File: src/hdl/swc_pkg.sv
// constants, field layout and types for the sleep and wake controller
// assumes a 50 MHz system clock that keeps running while the core sleeps
//
// What this block does
// - sleep with watchdog enabled clears its count; watchdog keeps running
// - entering sleep clears power-down flag and sets time-out flag
// - entering sleep turns the main oscillator driver off
// - in sleep every port holds its previous drive state
// - watchdog reset is internal and never pulls the reset pin
// - wake on reset pin, enabled watchdog expiry or enabled interrupt
// - reset pin wake resets fully; watchdog and interrupt wakes resume
// - power-down flag set at power-up; time-out flag cleared on watchdog wake
// - sleep-capable sources: timer one, capture, A/D, EEPROM, comparator, change, pin, serial, I2C slave
// - clock-dependent peripherals raise no interrupt while asleep
// - sleep prefetches the instruction at the next address
// - a source wakes only when individually enabled; global enable irrelevant
// - after interrupt wake run next instruction, then vector if global enable
// - watchdog cleared on every watchdog or interrupt wake
// - enabled interrupt pending before sleep makes sleep a no-operation
// - interrupt during sleep: sleep completes with all effects, then wakes
// - fuse enable forces watchdog on, otherwise the soft enable bit rules
package swc_pkg;
    // apb map
    localparam logic [7:0] ADDR_CTRL = 8'h00;
    localparam logic [7:0] ADDR_WAKE_EN = 8'h04;
    localparam logic [7:0] ADDR_STATUS = 8'h08;
    localparam logic [7:0] ADDR_FLAGS = 8'h0C;
    // control register fields
    localparam int CTRL_SOFT_EN_BIT = 0;
    localparam int CTRL_PS_LSB = 1;
    localparam int CTRL_PS_W = 4;
    localparam logic [4:0] CTRL_RESET = 5'h08;
    localparam logic [3:0] PS_MAX = 4'hB;
    // status register fields
    localparam int STAT_PD_BIT = 0;
    localparam int STAT_TO_BIT = 1;
    localparam int STAT_WDT_ON_BIT = 2;
    localparam int STAT_STATE_LSB = 3;
    // sleep-capable wake sources
    localparam int NUM_SRC = 9;
    localparam int SRC_TIMER_ONE = 0;
    localparam int SRC_CAPTURE = 1;
    localparam int SRC_ADC_RC = 2;
    localparam int SRC_EEPROM = 3;
    localparam int SRC_COMPARATOR = 4;
    localparam int SRC_PORT_CHANGE = 5;
    localparam int SRC_EXT_PIN = 6;
    localparam int SRC_SERIAL_BREAK = 7;
    localparam int SRC_I2C_SLAVE = 8;
    localparam logic [NUM_SRC-1:0] WAKE_EN_RESET = 9'h000;
    // interrupt vector the core branches to
    localparam logic [12:0] IRQ_VECTOR = 13'h0004;
    // timing
    localparam int CLK_HZ = 50000000;
    localparam int WDT_OSC_HZ = 31000;
    localparam int WDT_TICK_CYCLES = CLK_HZ / WDT_OSC_HZ;
    localparam int WDT_BASE_DIV = 32;
    localparam int OSC_START_NS = 1000;
    localparam int OSC_START_CYCLES = (OSC_START_NS * (CLK_HZ / 1000000) + 999) / 1000;
    localparam int SYNC_W = 3;
    localparam int PIN_RESET_N = 0;
    localparam int PIN_EXT_IRQ = 1;
    localparam int PIN_OSC_OK = 2;
    typedef enum logic [1:0] {ST_RUN, ST_SLEEP, ST_WAKE} swc_state_e;
endpackage

File: src/hdl/swc_pin_if.sv
// raw and filtered pin levels between the controller and its synchroniser
// assumes all pins are asynchronous to clk_sys
`timescale 1ns/1ps
interface swc_pin_if;
    import swc_pkg::*;
    logic [SYNC_W-1:0] raw;
    logic [SYNC_W-1:0] stable;
    modport filt (input raw, output stable);
    modport user (output raw, input stable);
endinterface

File: src/hdl/swc_pin_sync.sv
// three-stage pin synchroniser with agreement filter
// assumes raw pins are asynchronous; reset value given by RESET_VAL
`timescale 1ns/1ps
module swc_pin_sync
    import swc_pkg::*;
#(
    parameter logic [SYNC_W-1:0] RESET_VAL = 3'h0
)
(
    input wire logic clk_sys, // system clock
    input wire logic rst, // synchronous reset, high
    swc_pin_if.filt pins // raw in, stable out
);
    logic [SYNC_W-1:0] s1_q;
    logic [SYNC_W-1:0] s2_q;
    logic [SYNC_W-1:0] s3_q;
    logic [SYNC_W-1:0] stable_q;

    always_ff @(posedge clk_sys)
    begin
        if (rst)
        begin
            s1_q <= RESET_VAL;
            s2_q <= RESET_VAL;
            s3_q <= RESET_VAL;
        end
        else
        begin
            s1_q <= pins.raw;
            s2_q <= s1_q;
            s3_q <= s2_q;
        end
    end

    // a level counts once stages two and three agree
    always_ff @(posedge clk_sys)
    begin
        if (rst)
            stable_q <= RESET_VAL;
        else
        begin
            for (int i = 0; i < SYNC_W; i++)
            begin
                if (s2_q[i] == s3_q[i])
                    stable_q[i] <= s3_q[i];
            end
        end
    end

    assign pins.stable = stable_q;
endmodule

File: src/hdl/swc_sleep_wake_control.sv
// sleep entry, wake decision, watchdog and status flags with apb registers
// assumes clk_sys is the always-on sleep clock; core and sources share it
//
// The placing of the registers and the APB interface to the registers were chosen for this implementation.
`timescale 1ns/1ps
module swc_sleep_wake_control
    import swc_pkg::*;
#(
    parameter int WdtTickCycles = WDT_TICK_CYCLES
)
(
    input wire logic clk_sys, // system clock
    input wire logic rst, // power-up reset, high
    input wire logic psel, // apb select
    input wire logic penable, // apb enable
    input wire logic pwrite, // apb direction
    input wire logic [7:0] paddr, // apb byte address
    input wire logic [31:0] pwdata, // apb write data
    output logic [31:0] prdata, // apb read data
    output logic pready, // apb ready
    output logic pslverr, // apb error on unmapped address
    input wire logic sleepOp, // core executes sleep, one cycle
    input wire logic watchdogClearOp, // core executes watchdog clear
    input wire logic globalIrqEnable, // core global enable
    input wire logic watchdogFuseEnable, // configuration fuse
    input wire logic [NUM_SRC-1:0] srcFlags, // sleep-capable source flags
    input wire logic clockedIrqPending, // enabled clock-dependent irq
    input wire logic externalResetPinN, // reset pin, low active
    input wire logic externalIrqPin, // external interrupt pin
    input wire logic oscValid, // oscillator reports stable
    output logic oscDriverEn_q, // main oscillator driver on
    output logic ioHold_q, // ports freeze drive state
    output logic coreHold_q, // core execution held
    output logic prefetchNext_q, // fetch next address, pulse
    output logic sleepNop_q, // sleep behaved as no-op, pulse
    output logic resumeNext_q, // resume at prefetched op, pulse
    output logic vectorAfterNext_q, // branch to vector after next op
    output logic wdtResetReq_q, // internal watchdog reset, pulse
    output logic fullResetReq_q, // device reset from pin
    output logic powerDownFlagN_q, // power-down flag, low active
    output logic timeOutFlagN_q // time-out flag, low active
);
    swc_state_e state_q;
    logic [4:0] ctrl_q;
    logic [NUM_SRC-1:0] wakeEn_q;
    logic [16:0] wdtCnt_q;
    logic [15:0] tickCnt_q;
    logic [7:0] oscWait_q;
    logic [16:0] wdtLimit;
    logic [3:0] psSel;
    logic wdtEnable;
    logic wdtTick;
    logic wdtExpire;
    logic [NUM_SRC-1:0] flags;
    logic irqWake;
    logic wakeReq;
    logic pendingAwake;
    logic resetActive;
    logic oscOk;
    logic sleepTake;
    logic sleepNopNow;
    logic wdtClear;
    logic apbAccess;
    logic apbWrite;

    swc_pin_if pinBus();

    ////////////////////////////////////////////////////////////////
    // pin synchronisers
    assign pinBus.raw = {oscValid, externalIrqPin, externalResetPinN};

    swc_pin_sync #(
        .RESET_VAL(3'h1)
    ) u_sync (
        .clk_sys(clk_sys),
        .rst(rst),
        .pins(pinBus.filt)
    );

    assign resetActive = !pinBus.stable[PIN_RESET_N];
    assign oscOk = pinBus.stable[PIN_OSC_OK];

    ////////////////////////////////////////////////////////////////
    // wake request, needs no state
    always_comb
    begin
        flags = srcFlags;
        flags[SRC_EXT_PIN] = srcFlags[SRC_EXT_PIN] | pinBus.stable[PIN_EXT_IRQ];
    end

    assign irqWake = |(flags & wakeEn_q);
    assign wakeReq = irqWake | wdtExpire;
    // clocked peripherals only count while awake
    assign pendingAwake = irqWake | clockedIrqPending;
    assign sleepTake = state_q == ST_RUN && sleepOp && !pendingAwake && !resetActive;
    assign sleepNopNow = state_q == ST_RUN && sleepOp && pendingAwake;

    ////////////////////////////////////////////////////////////////
    // watchdog
    assign wdtEnable = watchdogFuseEnable | ctrl_q[CTRL_SOFT_EN_BIT];
    assign psSel = (ctrl_q[CTRL_PS_LSB +: CTRL_PS_W] > PS_MAX) ? PS_MAX
                   : ctrl_q[CTRL_PS_LSB +: CTRL_PS_W];
    assign wdtLimit = (17'(WDT_BASE_DIV) << psSel) - 17'h00001;
    assign wdtTick = tickCnt_q == 16'(WdtTickCycles - 1);
    assign wdtExpire = wdtEnable && wdtTick && wdtCnt_q == wdtLimit;
    // cleared on sleep entry, watchdog or interrupt wake, clear op, expiry
    assign wdtClear = sleepTake || watchdogClearOp || !wdtEnable || wdtExpire
                      || (state_q == ST_SLEEP && wakeReq);

    always_ff @(posedge clk_sys)
    begin
        if (rst || wdtClear)
            tickCnt_q <= 16'h0000;
        else if (wdtTick)
            tickCnt_q <= 16'h0000;
        else
            tickCnt_q <= tickCnt_q + 16'h0001;
    end

    always_ff @(posedge clk_sys)
    begin
        if (rst || wdtClear)
            wdtCnt_q <= 17'h00000;
        else if (wdtTick)
            wdtCnt_q <= wdtCnt_q + 17'h00001;
    end

    ////////////////////////////////////////////////////////////////
    // sleep state machine
    always_ff @(posedge clk_sys)
    begin
        if (rst)
            state_q <= ST_RUN;
        else
        begin
            case (state_q)
                ST_RUN:
                    if (sleepTake)
                        state_q <= ST_SLEEP;
                ST_SLEEP:
                    if (resetActive)
                        state_q <= ST_RUN;
                    else if (wakeReq)
                        state_q <= ST_WAKE;
                ST_WAKE:
                    if (resetActive)
                        state_q <= ST_RUN;
                    else if (oscOk && oscWait_q == 8'(OSC_START_CYCLES))
                        state_q <= ST_RUN;
                default:
                    state_q <= ST_RUN;
            endcase
        end
    end

    always_ff @(posedge clk_sys)
    begin
        if (rst || state_q != ST_WAKE)
            oscWait_q <= 8'h00;
        else if (oscWait_q != 8'(OSC_START_CYCLES))
            oscWait_q <= oscWait_q + 8'h01;
    end

    ////////////////////////////////////////////////////////////////
    // core-facing controls
    always_ff @(posedge clk_sys)
    begin
        if (rst)
        begin
            oscDriverEn_q <= 1'b1;
            ioHold_q <= 1'b0;
            coreHold_q <= 1'b0;
        end
        else if (sleepTake)
        begin
            oscDriverEn_q <= 1'b0;
            ioHold_q <= 1'b1;
            coreHold_q <= 1'b1;
        end
        else if (state_q != ST_RUN && resetActive)
        begin
            oscDriverEn_q <= 1'b1;
            ioHold_q <= 1'b0;
            coreHold_q <= 1'b0;
        end
        else if (state_q == ST_SLEEP && wakeReq)
            oscDriverEn_q <= 1'b1;
        else if (state_q == ST_WAKE && oscOk && oscWait_q == 8'(OSC_START_CYCLES))
        begin
            ioHold_q <= 1'b0;
            coreHold_q <= 1'b0;
        end
    end

    always_ff @(posedge clk_sys)
    begin
        if (rst)
        begin
            prefetchNext_q <= 1'b0;
            sleepNop_q <= 1'b0;
            resumeNext_q <= 1'b0;
        end
        else
        begin
            prefetchNext_q <= sleepTake || sleepNopNow;
            sleepNop_q <= sleepNopNow;
            resumeNext_q <= state_q == ST_WAKE && !resetActive && oscOk
                            && oscWait_q == 8'(OSC_START_CYCLES);
        end
    end

    // vector choice taken at the wake moment
    always_ff @(posedge clk_sys)
    begin
        if (rst || resetActive)
            vectorAfterNext_q <= 1'b0;
        else if (state_q == ST_SLEEP && wakeReq)
            vectorAfterNext_q <= irqWake && !wdtExpire && globalIrqEnable;
        else if (resumeNext_q)
            vectorAfterNext_q <= 1'b0;
    end

    // watchdog reset is internal only, the pin is never driven
    always_ff @(posedge clk_sys)
    begin
        if (rst)
            wdtResetReq_q <= 1'b0;
        else
            wdtResetReq_q <= wdtExpire && state_q == ST_RUN;
    end

    always_ff @(posedge clk_sys)
    begin
        if (rst)
            fullResetReq_q <= 1'b0;
        else
            fullResetReq_q <= resetActive;
    end

    ////////////////////////////////////////////////////////////////
    // status flags
    always_ff @(posedge clk_sys)
    begin
        if (rst)
        begin
            powerDownFlagN_q <= 1'b1;
            timeOutFlagN_q <= 1'b1;
        end
        else if (sleepTake)
        begin
            powerDownFlagN_q <= 1'b0;
            timeOutFlagN_q <= 1'b1;
        end
        else if (wdtExpire && state_q != ST_WAKE)
        begin
            timeOutFlagN_q <= 1'b0;
            if (state_q == ST_RUN)
                powerDownFlagN_q <= 1'b1;
        end
        else if (watchdogClearOp && state_q == ST_RUN)
        begin
            powerDownFlagN_q <= 1'b1;
            timeOutFlagN_q <= 1'b1;
        end
    end

    ////////////////////////////////////////////////////////////////
    // apb slave, one wait state
    assign apbAccess = psel && penable && pready;
    assign apbWrite = apbAccess && pwrite && !pslverr;

    always_ff @(posedge clk_sys)
    begin
        if (rst)
        begin
            pready <= 1'b0;
            pslverr <= 1'b0;
            prdata <= 32'h00000000;
        end
        else
        begin
            pready <= psel && penable && !pready;
            pslverr <= 1'b0;
            prdata <= 32'h00000000;
            if (psel && penable && !pready)
            begin
                case (paddr)
                    ADDR_CTRL:
                        prdata <= {27'h0000000, ctrl_q};
                    ADDR_WAKE_EN:
                        prdata <= {23'h000000, wakeEn_q};
                    ADDR_STATUS:
                        prdata <= {27'h0000000, state_q, wdtEnable,
                                   timeOutFlagN_q, powerDownFlagN_q};
                    ADDR_FLAGS:
                        prdata <= {23'h000000, flags};
                    default:
                        pslverr <= 1'b1;
                endcase
            end
        end
    end

    always_ff @(posedge clk_sys)
    begin
        if (rst)
        begin
            ctrl_q <= CTRL_RESET;
            wakeEn_q <= WAKE_EN_RESET;
        end
        else if (apbWrite && paddr == ADDR_CTRL)
            ctrl_q <= pwdata[4:0];
        else if (apbWrite && paddr == ADDR_WAKE_EN)
            wakeEn_q <= pwdata[NUM_SRC-1:0];
    end
endmodule

File: config.mk
export PLATFORM = sky130hd
export DESIGN_NAME = swc_sleep_wake_control
export DESIGN_NICKNAME = d
export VERILOG_FILES = /design/src/hdl/swc_pkg.sv /design/src/hdl/swc_pin_if.sv /design/src/hdl/swc_pin_sync.sv /design/src/hdl/swc_sleep_wake_control.sv
export SDC_FILE = /design/constraint.sdc
export NUM_CORES = 1
export LEC_CHECK = 0
export ABC_AREA = 1
export BUFFER_PORTS_ARGS = -buffer_cell sky130_fd_sc_hd__buf_2
export CORE_ASPECT_RATIO = 0.75
export CORE_MARGIN = 2
export CORE_UTILIZATION = 42
export DETAILED_ROUTE_END_ITERATION = 10
export PLACE_DENSITY_LB_ADDON = 0.05
export SYNTH_ARGS = -nofsm -noshare
export SYNTH_HDL_FRONTEND = slang
export SYNTH_SLANG_ARGS = --single-unit
File: constraint.sdc
create_clock -name clk_sys -period 4.7 [get_ports clk_sys]
set_input_delay 0.47 -clock clk_sys [delete_from_list [all_inputs] [get_ports clk_sys]]
set_output_delay 0.47 -clock clk_sys [all_outputs]
set_load 0.1 [all_outputs]
Yosys cells after proc, flatten, opt, wreduce, memory -nomap -nowiden:

Cells that the tools add are included.

* input bits: 62
* register bits after elaboration: 113

* add/subtract/negate cells: 4
* shifts and indexed selects: 1
* mux-type cells: 23
* reductions and logical operators: 57
* bitwise operators: 7
* equal/unequal tests: 18
* $lt $le $gt $ge: 1

Operator list (count)
* $pmux W9 S4: 1
* $logic_and A1 B1 Y1: 26
* $add A17 B1 Y17 const B: 1
* $eq A17 B17 Y1: 1
* $shl A6 B4 Y17 const A: 1
* $sub A17 B1 Y17 const B: 1
* $add A16 B1 Y16 const B: 1
* $eq A16 B11 Y1 const B: 1
* $eq A8 B4 Y1 const B: 2
* $mux W1: 15
* $mux W2: 5
* $and A9 B9 Y9: 1
* $ne A3 B3 Y1 const B: 3
* $reduce_bool A3 Y1: 3
* $reduce_or A9 Y1: 1
* $add A8 B1 Y8 const B: 1
* $eq A8 B3 Y1 const B: 1
* $eq A8 B6 Y1 const B: 1
* $logic_not A8 Y1: 1
* $logic_or A1 B1 Y1: 8
* $ne A8 B6 Y1 const B: 1
* $logic_not A1 Y1: 6
* $pmux W2 S3: 1
* $reduce_and A2 Y1: 3
* other kinds (14): 25

Longest topological paths before layout:

Gate-level depths: netlist (run 1).

* word-level depth: 13
* mapped depth: 18
* gate-level depth less buffers: 16

Hierarchy:

From an unflattened synthesis (run 1), not the netlist that was laid out.

* cells, all modules: 649
* area, all modules: 4635.7 um2

By module, submodules not included
* swc_sleep_wake_control: area an instance 4261.6 um2, sequential area each 1561.5 um2, times used 1, cells an instance 606
* swc_pin_sync: area an instance 374.1 um2, sequential area each 240.2 um2, times used 1, cells an instance 43

Worst setup path after synthesis (run 1):

Ideal clock, no wire load.

* kind: reg2reg
* start point: register ctrl_q[4]
* end point: register tickCnt_q[2]
* library setup time: 117 ps
* slack: 2544 ps
* clock period less this slack: 2156 ps
* arrival: 2039 ps
* required time: 4583 ps
* stages on the path, launching flop included: 19
* cells stage by stage: dfxtp_1 > buf_4 > nor2_2 > nand3_1 > ha_1 > inv_1 > nand2_1 > nand2_1 > nor2_1 > nand2_1 > nor2_1 > nand3_1 > nor2_1 > nand2_2 > nand2_2 > nand2_4 > nand3_4 > buf_8 > nor2_2

* longest elaborated chain between the ends: 11
* elaborated cells between the ends (all ways): 12
* classes of those cells: add/sub: 1; order compare: 1; eq/ne: 1; shift: 1; mux: 1; bitwise: 1; reduce/logical: 6

Ends and longest elaborated chain
* start: declaration: RTL line swc_sleep_wake_control.sv:44 `logic [4:0] ctrl_q;`
* start signal: assignment: RTL line swc_sleep_wake_control.sv:312 `ctrl_q <= pwdata[4:0];`
* $gt A4 B4 Y1: RTL line swc_sleep_wake_control.sv:101 `assign psSel = (ctrl_q[CTRL_PS_LSB +: CTRL_PS_W] > PS_MAX) ? PS_MAX`
* $mux W4 *: RTL line swc_sleep_wake_control.sv:101
* $shl A6 B4 Y17 *: RTL line swc_sleep_wake_control.sv:103 `assign wdtLimit = (17'(WDT_BASE_DIV) << psSel) - 17'h00001;`
* $sub A17 B1 Y17 *: RTL line swc_sleep_wake_control.sv:103
* $eq A17 B17 Y1 *: RTL line swc_sleep_wake_control.sv:105 `assign wdtExpire = wdtEnable && wdtTick && wdtCnt_q == wdtLimit;`
* $logic_and A1 B1 Y1 *: RTL line swc_sleep_wake_control.sv:105
* $or A1 B1 Y1: RTL line swc_sleep_wake_control.sv:92 `assign wakeReq = irqWake | wdtExpire;`
* $logic_and A1 B1 Y1: RTL line swc_sleep_wake_control.sv:108 `|| (state_q == ST_SLEEP && wakeReq);`
* $logic_or A1 B1 Y1 *: RTL line swc_sleep_wake_control.sv:108
* $logic_or A1 B1 Y1 *: RTL line swc_sleep_wake_control.sv:112 `if (rst || wdtClear)`
* $reduce_or A2 Y1 (no line) *
* end signal: assignment: RTL line swc_sleep_wake_control.sv:117 `tickCnt_q <= tickCnt_q + 16'h0001;`
* end: declaration: RTL line swc_sleep_wake_control.sv:47 `logic [15:0] tickCnt_q;`

Every way passes the cells marked *; elsewhere a longest branch is shown, timed or not.
A chain may end at the register's enable or synchronous reset.

Final worst setup path (run 1):

* start point: register ctrl_q[4]
* end point: register tickCnt_q[8]

The elaborated chain is that of the path after synthesis.

==> metrics.yaml, run 1 <==
power_and_ir_drop:
  leakage_nw: 2.21
  vdd_drop_max_mv: 0.164
  power.density_nw_per_um2: 326
die:
  initial_utilization_pct: 43.9
  dieWidth_um: 125
  core_um2: 10500
  rows: 32
  die_area_um2: 11800
  die_y_um: 94.5
  ioPinCount: 107
global_routing:
  grt_max_degree: 22
  grt_pass1_wl_mm: 17.5
  antenna_found_initial: 0
  grt_pass1_vias: 3664
  grt_use_total_pct: 18.2
  grt_overflow: 0
timing:
  fin_crit_sh_pct: 53.8
  setup_slack_ps: 2170
  tns_ps: 0
  tightest_slew_ps: 810
  timing.fmax_mhz: 395
  layout_min_cycle_time_ps: 2530
  maxSlewHeadroom_pct: 45.8
  finalClockSkew_ps: 6.62
  slew_violations: 0
  rsz0062_at_grt: "no"
  final_hold_viol_count: 0
  setup_violations: 0
  holdWs_ps: 306
logic_synthesis:
  synth.mux.area_fraction_pct: 0
  seq_area_frac_synth_pct: 39.3
  yosysWarnings: 0
  netlist_instances: 646
  yosys.area_share.simple_pct: 31.3
  ys_seq_elements: 90
  synth_compound_area_share_pct: 8.27
  synth.avg_cell_area_um2: 7.09
  synth.distinct_cells: 36
  synth-adder-area-share_pct: 1.37
  syn_area_um2: 4580
  synthXorXnorAreaFrac_pct: 6.69
  synth_top_family_by_area: "simple AND/OR/NAND/NOR gates"
place:
  port_buffers: 60
  dp_hpwl_mm: 7.93
  place_ws_ps: 2150
  placed_area_um2: 4900
  gp_congestion: 0.844
critical_path:
  critPathArrivalTime_ps: 2760
  end_kind: "flop"
  start_kind: "flop"
  path_max_fanout: 16
  path_class: "flop to flop"
  required_ps: 4930
routing:
  drtIter0Drc: 297
  drc_errors: 0
  first_pass_iters: 5
  routed_wl_mm: 10.5
  vias: 4019
  wl_per_cell_um: 12.4
  vias_per_cell: 4.74
  ant_nets: 0
clock_network:
  cts_max_level: 3
  clock_latency_ps: 340
  cts_setup_buffers: 0
  ctsResizeCount: 0
  cts-hold-fix-buffers: 0
  cts_tree: "done"
  cts_made_buffers: 9
  clk_pin_slew_worst_paths_ps: 70
  clock_path_buffers: 2
  clock_sinks: 90
  cts_root_buffer: "clkbuf_16"
final_layout:
  drive_gt1_share_pct: 14.8
  nFillCells: 1047
  fin_nets: 773
  syn2layout_area_growth_pct: 13.7
  final_cell_mix: "nand2_1, nor2_1, inv_1, dfxtp_1, buf_2"
  antenna_cells: 0
  mostFrequentLayoutCell: "nand2_1"
  final_area_um2: 5210
flow_run:
  maxCapViolCount: 0
hold_path:
  min_path_type: "input pin to flop"
outcome:
  outcome: "completed"
[path summary, 6_finish.rpt]
| path | from | to | slack, ps | cells past startpoint |
|---|---|---|---|---|
| worst max-delay path | ctrl_q[4]$_SDFFE_PP0P_ | tickCnt_q[8]$_SDFF_PP0_ | 2170 | 13 |
| worst min-delay path | externalResetPinN | u_sync.s1_q[0]$_SDFF_PP1_ | 310 | 2 |
| worst max register to register | ctrl_q[4]$_SDFFE_PP0P_ | tickCnt_q[8]$_SDFF_PP0_ | 2170 | 13 |
| worst min register to register | u_sync.s1_q[2]$_SDFF_PP0_ | u_sync.s2_q[2]$_SDFF_PP0_ | 410 | 2 |
[metal layers]
layer	wire, µm	GRT usage [%]	up-vias
met1	5470	25.5	1791
met5	0	0	-
met4	98	5.06	0
li1	-	-	2129
met2	4420	28.2	90
met3	490	4.36	9
[synthesized netlist by cell type]
cell,instances,area share [%]
nor2_1,97,7.9
nand2_1,106,8.7
clkinv_1,1,0.082
nor2_4,1,0.25
inv_1,92,7.5
nand2_2,3,0.41
nand3_1,38,4.1
a31oi_1,3,0.41
o211ai_1,2,0.33
xnor2_1,6,1.1
xor2_1,29,5.5
nor4_1,6,0.82
nand4_1,17,2.3
buf_2,1,0.11
conb_1,1,0.082
buf_8,1,0.33
clkbuf_1,5,0.41
nor2_2,13,1.8
buf_4,25,4.1
or2_2,6,0.82
buf_6,1,0.25
nor3_1,23,2.5
nand2_4,2,0.49
a211oi_1,1,0.16
ha_1,5,1.4
dfxtp_1,90,39
o22ai_1,2,0.27
a21oi_1,30,3.3
o21ai_1,2,0.22
nand3b_1,3,0.49
a221oi_1,2,0.38
inv_2,2,0.16
o21ai_0,25,2.7
nand3_4,1,0.38
a22oi_1,3,0.49
nor4_2,1,0.27
[state kept, by name, indices dropped and copies added (netlist names), 2 cells and up]
name / flops
state_q: 2
wdtCnt_q: 17
u_sync.s1_q: 3
u_sync.s2_q: 3
u_sync.s3_q: 3
ctrl_q: 5
oscWait_q: 8
tickCnt_q: 16
u_sync.pins.stable: 3
wakeEn_q: 9
prdata: 9
[final cells by class]
class / instances / area, µm² / share of cell area, %
Sequential cell: 90 / 1800 / 34.6
Timing Repair Buffer: 60 / 300 / 5.77
Clock inverter: 6 / 71.3 / 1.37
Clock buffer: 10 / 239 / 4.59
Multi-Input combinational cell: 450 / 2270 / 43.6
Tap cell: 136 / 170 / 3.27
Inverter: 95 / 357 / 6.85
[per-stage QoR]
| step | utilization (%) | cells | power [mW] |
|---|---|---|---|
| after floorplan | - | 668 | 0.948 |
| after global placement | 46.9 | 831 | 0.960 |
| after detailed placement | 46.9 | 831 | 0.961 |
| after CTS | 49.8 | 847 | 1.71 |
| after global routing | 49.8 | 847 | 1.75 |
| final | 49.8 | 847 | 1.70 |
[cell families after synthesis]
group | after synthesis
adders and majority gates | 5
AOI/OAI and AO/OA | 70
other | 1
buffers and inverters | 128
DFF | 90
xor gates and xnor gates | 35
and+or+nand+nor | 317
[worst max-delay path, cell delays in order, from the launching register on]
cell and delay, ps:
dfxtp_1 570, nor2_1 160, nand3_1 120, ha_1 270
xor2_1 230, nor2_1 90, nor2_1 110, nand3b_1 80
nor2_1 140, nand2_2 110, nand2_2 100, nand2_4 90
nand3_4 250, nor2_1 70
[power breakdown]
group | switching [mW] | internal [mW] | total, mW
logic | 0.145 | 0.0225 | 0.168
registers | 0.00466 | 0.770 | 0.775
clock network | 0.322 | 0.434 | 0.755
(Power assumes the default switching activity.)
==> run 2: changes to the inputs <==
- clock period: 4.7 -> 2.03 ns (I/O delays scaled with it)
==> metrics.yaml, run 2 (synthesis gave the netlist of run 1 again) <==
outcome:
  outcome: "finished with violations"  # was completed
  violations: "negative setup slack"
final_layout:
  fin_nets: 809  # was 773
  regArea_um2: 1810  # was 1800 µm²
  reg.largest.list: "wdtCnt_q (17), tickCnt_q (16)"  # unchanged
  syn2layout_area_growth_pct: 23.2  # was 13.7%
  regMostFlops: "wdtCnt_q"  # unchanged
  largest_reg_flops: 17  # unchanged
  drive_gt1_share_pct: 23.3  # was 14.8%
  nFillCells: 1004  # was 1047
  multi_input_area_um2: 2430  # was 2270 µm²
  mostFrequentLayoutCell: "nand2_1"  # unchanged
  antenna_cells: 0  # unchanged
  final_cell_mix: "nand2_1, inv_1, nor2_1, dfxtp_1, buf_2"  # was nand2_1, nor2_1, inv_1, dfxtp_1, buf_2
timing:
  tns_ps: -347  # was 0 ps
  fin_crit_sh_pct: 103  # was 53.8%
  layout_min_cycle_time_ps: 2080  # was 2530 ps
  rsz0062_at_grt: "yes"  # was no
  setup_slack_ps: -53.6  # was 2170 ps
  holdWs_ps: 34.1  # was 306 ps
  finalClockSkew_ps: 5.52  # was 6.62 ps
  slew_violations: 0  # unchanged
  timing.fmax_mhz: 480  # was 395 MHz
  setup_violations: 9  # was 0
  final_hold_viol_count: 0  # unchanged
clock_network:
  cts_root_buffer: "clkbuf_16"  # unchanged
  cts_made_buffers: 9  # unchanged
  cts_max_level: 3  # unchanged
  clock_sinks: 90  # unchanged
  clock_latency_ps: 340  # about the same
  cts-hold-fix-buffers: 0  # unchanged
  clock_path_buffers: 2  # unchanged
  clk_pin_slew_worst_paths_ps: 70  # about the same
  cts_tree: "done"  # unchanged
critical_path:
  critPathArrivalTime_ps: 2370  # was 2760 ps
  r2r_slack_ps: -50  # was 2170 ps
  critPathLaunch: "ctrl_q[4]$_SDFFE_PP0P_"  # unchanged
  rr_startpoint: "ctrl_q[4]$_SDFFE_PP0P_"  # unchanged
  path_class: "flop to flop"  # unchanged
  end_kind: "flop"  # unchanged
  start_kind: "flop"  # unchanged
  required_ps: 2320  # was 4930 ps
  r2r.worst_path.cells: 12  # was 13
  cp-endpoint: "tickCnt_q[3]$_SDFF_PP0_"  # was tickCnt_q[8]$_SDFF_PP0_
  path_max_fanout: 8  # was 16
  crit-reg2reg-capture: "tickCnt_q[3]$_SDFF_PP0_"  # was tickCnt_q[8]$_SDFF_PP0_
die:
  core_um2: 10500  # unchanged
  rows: 32  # unchanged
  ioPinCount: 107  # unchanged
  initial_utilization_pct: 43.9  # unchanged
  die_area_um2: 11800  # unchanged
  dieWidth_um: 125  # unchanged
  die_y_um: 94.5  # unchanged
hold_path:
  min_path_type: "input pin to flop"  # unchanged
global_routing:
  grt_use_total_pct: 18.9  # was 18.2%
  antenna_found_initial: 0  # unchanged
  grt_pass1_vias: 3815  # was 3664
  grt_overflow: 0  # unchanged
  grt_pass1_wl_mm: 18.0  # was 17.5 mm
  grt_max_degree: 21  # was 22
place:
  port_buffers: 60  # unchanged
  dp_hpwl_mm: 8.21  # was 7.93 mm
  gp_congestion: 0.855  # was 0.844
flow_run:
  maxCapViolCount: 0  # unchanged
routing:
  wl_per_cell_um: 12.5  # was 12.4 µm
  vias_per_cell: 4.79  # was 4.74
  vias: 4229  # was 4019
  drc_errors: 0  # unchanged
  first_pass_iters: 5  # unchanged
  routed_wl_mm: 11.0  # was 10.5 mm
  drtIter0Drc: 313  # was 297
  ant_nets: 0  # unchanged
power_and_ir_drop:
  power.density_nw_per_um2: 698  # was 326 nW/µm²
  vdd_drop_max_mv: 0.351  # was 0.164 mV
  leakage_nw: 2.40  # was 2.21 nW
run 2: changes by cell type in the layout (fill, tap and decap cells not counted), sizes merged:
| cell | previous run | this run |
|---|---|---|
| nand3 | 39 | 40 |
| buf | 60 | 95 |
run 2: final cells by class:
class | instances | area share [%]
clock inverter | 6 | 1.26
clock buffer | 10 | 4.23
multi-input combinational | 451 | 43.0
tap | 136 | 3.01
sequential | 90 | 32.1
timing repair buffer | 95 | 10.1
inverter | 95 | 6.32
run 2: critical path, stage by stage, from the launching register on:
cell and delay (ps):
dfxtp_4 390, buf_6 140, inv_2 60, nand2_2 80
o21ai_1 60, nor2_1 160, nand3_1 90, nand2_1 130
nand3b_1 230, nor2_4 60, nor2_4 250, nand3_4 230
nor2_4 140
run 2: repair_timing:
| item | in CTS | in global routing |
|---|---|---|
| pin swaps | 10 | 11 |
| setup endpoints to repair | 38 | 40 |
| cloned | 1 | 0 |
| resized for setup | 12 | 23 |
| setup buffers | 1 | 0 |
run 2: per-stage QoR:
step | setup WS, ps | power [mW] | cell area (µm²) | cells | util, %
floorplan | -29.9 | 2.20 | 4700 | 668 | -
CTS | -34.2 | 3.97 | 5570 | 883 | 53.3
detailed placement | -172 | 2.23 | 5180 | 865 | 49.6
global route | -193 | 4.08 | 5650 | 883 | 54.0
finish | -53.6 | 3.94 | 5650 | 883 | 54.0
global placement | -110 | 2.23 | 5180 | 865 | 49.6
run 2: per-layer routing:
layer / wire length (µm) / up-vias / share of wire [%] / global-route usage [%]
met5: 0 / - / 0 / 0
met4: 155 / 0 / 1.4 / 6.09
met3: 591 / 14 / 5.4 / 4.36
met2: 4800 / 102 / 44 / 28.4
met1: 5460 / 1914 / 50 / 26.8
li1: - / 2199 / - / -
run 2: power by group:
group,internal (mW),switching [mW],total [mW]
Combinational,0.0593,0.344,0.404
Sequential,1.78,0.00987,1.79
Clock,1.00,0.742,1.75
Total,2.84,1.10,3.94
run 2: worst min path at each step:
stage | start | end | depth (start not counted) | slack [ps]
6_report | externalResetPinN | u_sync.s1_q[0]$_SDFF_PP1_ | 2 | 30
3_5_place_dp | externalResetPinN | u_sync.s1_q[0]$_SDFF_PP1_ | 2 | 390
3_3_place_gp | externalResetPinN | u_sync.s1_q[0]$_SDFF_PP1_ | 2 | 390
2_1_floorplan | rst | pready$_SDFF_PP0_ | 1 | 300
5_1_grt | externalResetPinN | u_sync.s1_q[0]$_SDFF_PP1_ | 2 | 40
4_1_cts | externalResetPinN | u_sync.s1_q[0]$_SDFF_PP1_ | 2 | 20
==> run 3: changes to the inputs <==
- GPL_TIMING_DRIVEN: default -> 0
==> metrics.yaml, run 3 (synthesis gave the netlist of run 1 again) <==
timing:
  maxSlewHeadroom_pct: 54.3
  setup_slack_ps: -246  # was -53.6 ps
  timing.fmax_mhz: 439  # was 480 MHz
  final_hold_viol_count: 0  # unchanged
  setup_violations: 38  # was 9
  finalClockSkew_ps: 6.80  # was 5.52 ps
  tightest_slew_ps: 680
  fin_crit_sh_pct: 112  # was 103%
  slew_violations: 0  # unchanged
  rsz0062_at_grt: "yes"  # unchanged
  layout_min_cycle_time_ps: 2280  # was 2080 ps
global_routing:
  grt_pass1_vias: 3794  # was 3815
  grt_max_degree: 17  # was 21
  grt_use_total_pct: 19.0  # was 18.9%
  antenna_found_initial: 0  # unchanged
  grt_pass1_wl_mm: 18.1  # was 18.0 mm
  grt_overflow: 0  # unchanged
final_layout:
  fin_nets: 824  # was 809
  drive_gt1_share_pct: 24.5  # was 23.3%
  syn2layout_area_growth_pct: 26.3  # was 23.2%
  regMostFlops: "wdtCnt_q"  # unchanged
  antenna_cells: 0  # unchanged
  nFillCells: 1030  # was 1004
  fin_util_pct: 55.4  # was 54.0%
  final_cell_mix: "nand2_1, inv_1, dfxtp_1, nor2_1, buf_2"  # was nand2_1, inv_1, nor2_1, dfxtp_1, buf_2
  largest_reg_flops: 17  # unchanged
  reg.largest.list: "wdtCnt_q (17), tickCnt_q (16)"  # unchanged
  mostFrequentLayoutCell: "nand2_1"  # unchanged
die:
  core_um2: 10500  # unchanged
  ioPinCount: 107  # unchanged
  die_y_um: 94.5  # unchanged
  dieWidth_um: 125  # unchanged
  initial_utilization_pct: 43.9  # unchanged
  rows: 32  # unchanged
  die_area_um2: 11800  # unchanged
critical_path:
  critPathLaunch: "ctrl_q[4]$_SDFFE_PP0P_"  # unchanged
  path_max_fanout: 5  # was 8
  end_kind: "flop"  # unchanged
  path_class: "flop to flop"  # unchanged
  start_kind: "flop"  # unchanged
  critPathArrivalTime_ps: 2520  # was 2370 ps
  required_ps: 2270  # was 2320 ps
  rr_startpoint: "ctrl_q[4]$_SDFFE_PP0P_"  # unchanged
clock_network:
  clk_pin_slew_worst_paths_ps: 70  # about the same
  cts-hold-fix-buffers: 0  # unchanged
  clock_path_buffers: 2  # unchanged
  cts_root_buffer: "clkbuf_16"  # unchanged
  cts_max_level: 3  # unchanged
  cts_made_buffers: 9  # unchanged
  cts_tree: "done"  # unchanged
  clock_sinks: 90  # unchanged
  clock_latency_ps: 340  # about the same
routing:
  drtIter0Drc: 173  # was 313
  drc_errors: 0  # unchanged
  ant_nets: 0  # unchanged
  first_pass_iters: 5  # unchanged
  wl_per_cell_um: 12.4  # was 12.5 µm
  vias: 4288  # was 4229
  vias_per_cell: 4.78  # was 4.79
  routed_wl_mm: 11.2  # was 11.0 mm
place:
  port_buffers: 60  # unchanged
  dp_hpwl_mm: 8.37  # was 8.21 mm
  gp_congestion: 0.848  # was 0.855
outcome:
  violations: "negative setup slack"  # unchanged
  outcome: "finished with violations"  # unchanged
hold_path:
  worstHoldStart: "externalResetPinN"  # unchanged
  min_path_type: "input pin to flop"  # unchanged
flow_run:
  maxCapViolCount: 0  # unchanged
power_and_ir_drop:
  power.density_nw_per_um2: 685  # was 698 nW/µm²
  vdd_drop_max_mv: 0.370  # was 0.351 mV
  power_mw: 3.96  # was 3.94 mW
  leakage_nw: 2.49  # was 2.40 nW
## run 3: worst paths after layout
kind                                    end  cells past startpoint  slack (ps)
hold / removal    u_sync.s1_q[0]$_SDFF_PP1_                      2          40
setup / recovery    tickCnt_q[2]$_SDFF_PP0_                     18        -250
hold reg to reg   u_sync.s2_q[1]$_SDFF_PP0_                      2         400
setup reg to reg    tickCnt_q[2]$_SDFF_PP0_                     18        -250
## run 3: timing repair
| action | 4_1_cts | 5_1_grt |
|---|---|---|
| gates cloned | 0 | 2 |
| gates resized for setup | 10 | 32 |
| buffers inserted | 10 | 6 |
| setup endpoints to repair | 37 | 40 |
| endpoints found under the hold margin | 0 | 0 |
| pin swaps | 3 | 3 |
## run 3: area by class of cell
class	count	area [µm²]	area share, %
multi-input combinational	450	2410	41.7
timing repair buffer	78	482	8.32
clock buffer	10	229	3.96
clock inverter	6	72.6	1.25
tap	136	170	2.94
buffer	33	256	4.43
inverter	95	357	6.16
sequential	90	1810	31.3
## run 3: metal layers
| layer | up-vias | global-route usage [%] | routed length [µm] |
|---|---|---|---|
| met5 | - | 0 | 0 |
| met4 | 0 | 4.31 | 86 |
| met3 | 9 | 4.82 | 589 |
| met2 | 93 | 28.3 | 4820 |
| met1 | 1947 | 27.6 | 5680 |
| li1 | 2239 | - | - |
## run 3: where the power goes
group / internal [mW] / switching [mW] / total, mW
clock: 0.973 / 0.737 / 1.71
sequential: 1.78 / 0.00986 / 1.79
combinational: 0.105 / 0.355 / 0.460
total: 2.86 / 1.10 / 3.96
## run 3: through the flow
stage / std cells / hold slack [ps] / worst slack (ps) / instance area (µm²) / setup TNS, ps
floorplan: 668 / 302 / -29.9 / 4700 / -325
global placement: 864 / 390 / -306 / 5170 / -7980
detailed placement: 864 / 395 / -347 / 5170 / -9310
CTS: 890 / 33.3 / -191 / 5590 / -5800
global route: 898 / 31.6 / -328 / 5790 / -11070
finish: 898 / 38.6 / -246 / 5790 / -7660
## run 3: critical path, stage by stage, from the launching register on
cell and delay, ps:
dfxtp_4 360, buf_6 120, nor2_4 80, nand3_2 110, ha_4 290, inv_2 30
nand2_1 40, nand2_1 70, nor2_1 90, nand2_1 60, nor2_1 80, nand3_1 70
nor2_1 130, nand2_2 100, nand2_2 110, nand2_4 90, nand3_4 140, clkbuf_16 170
nor2_2 30
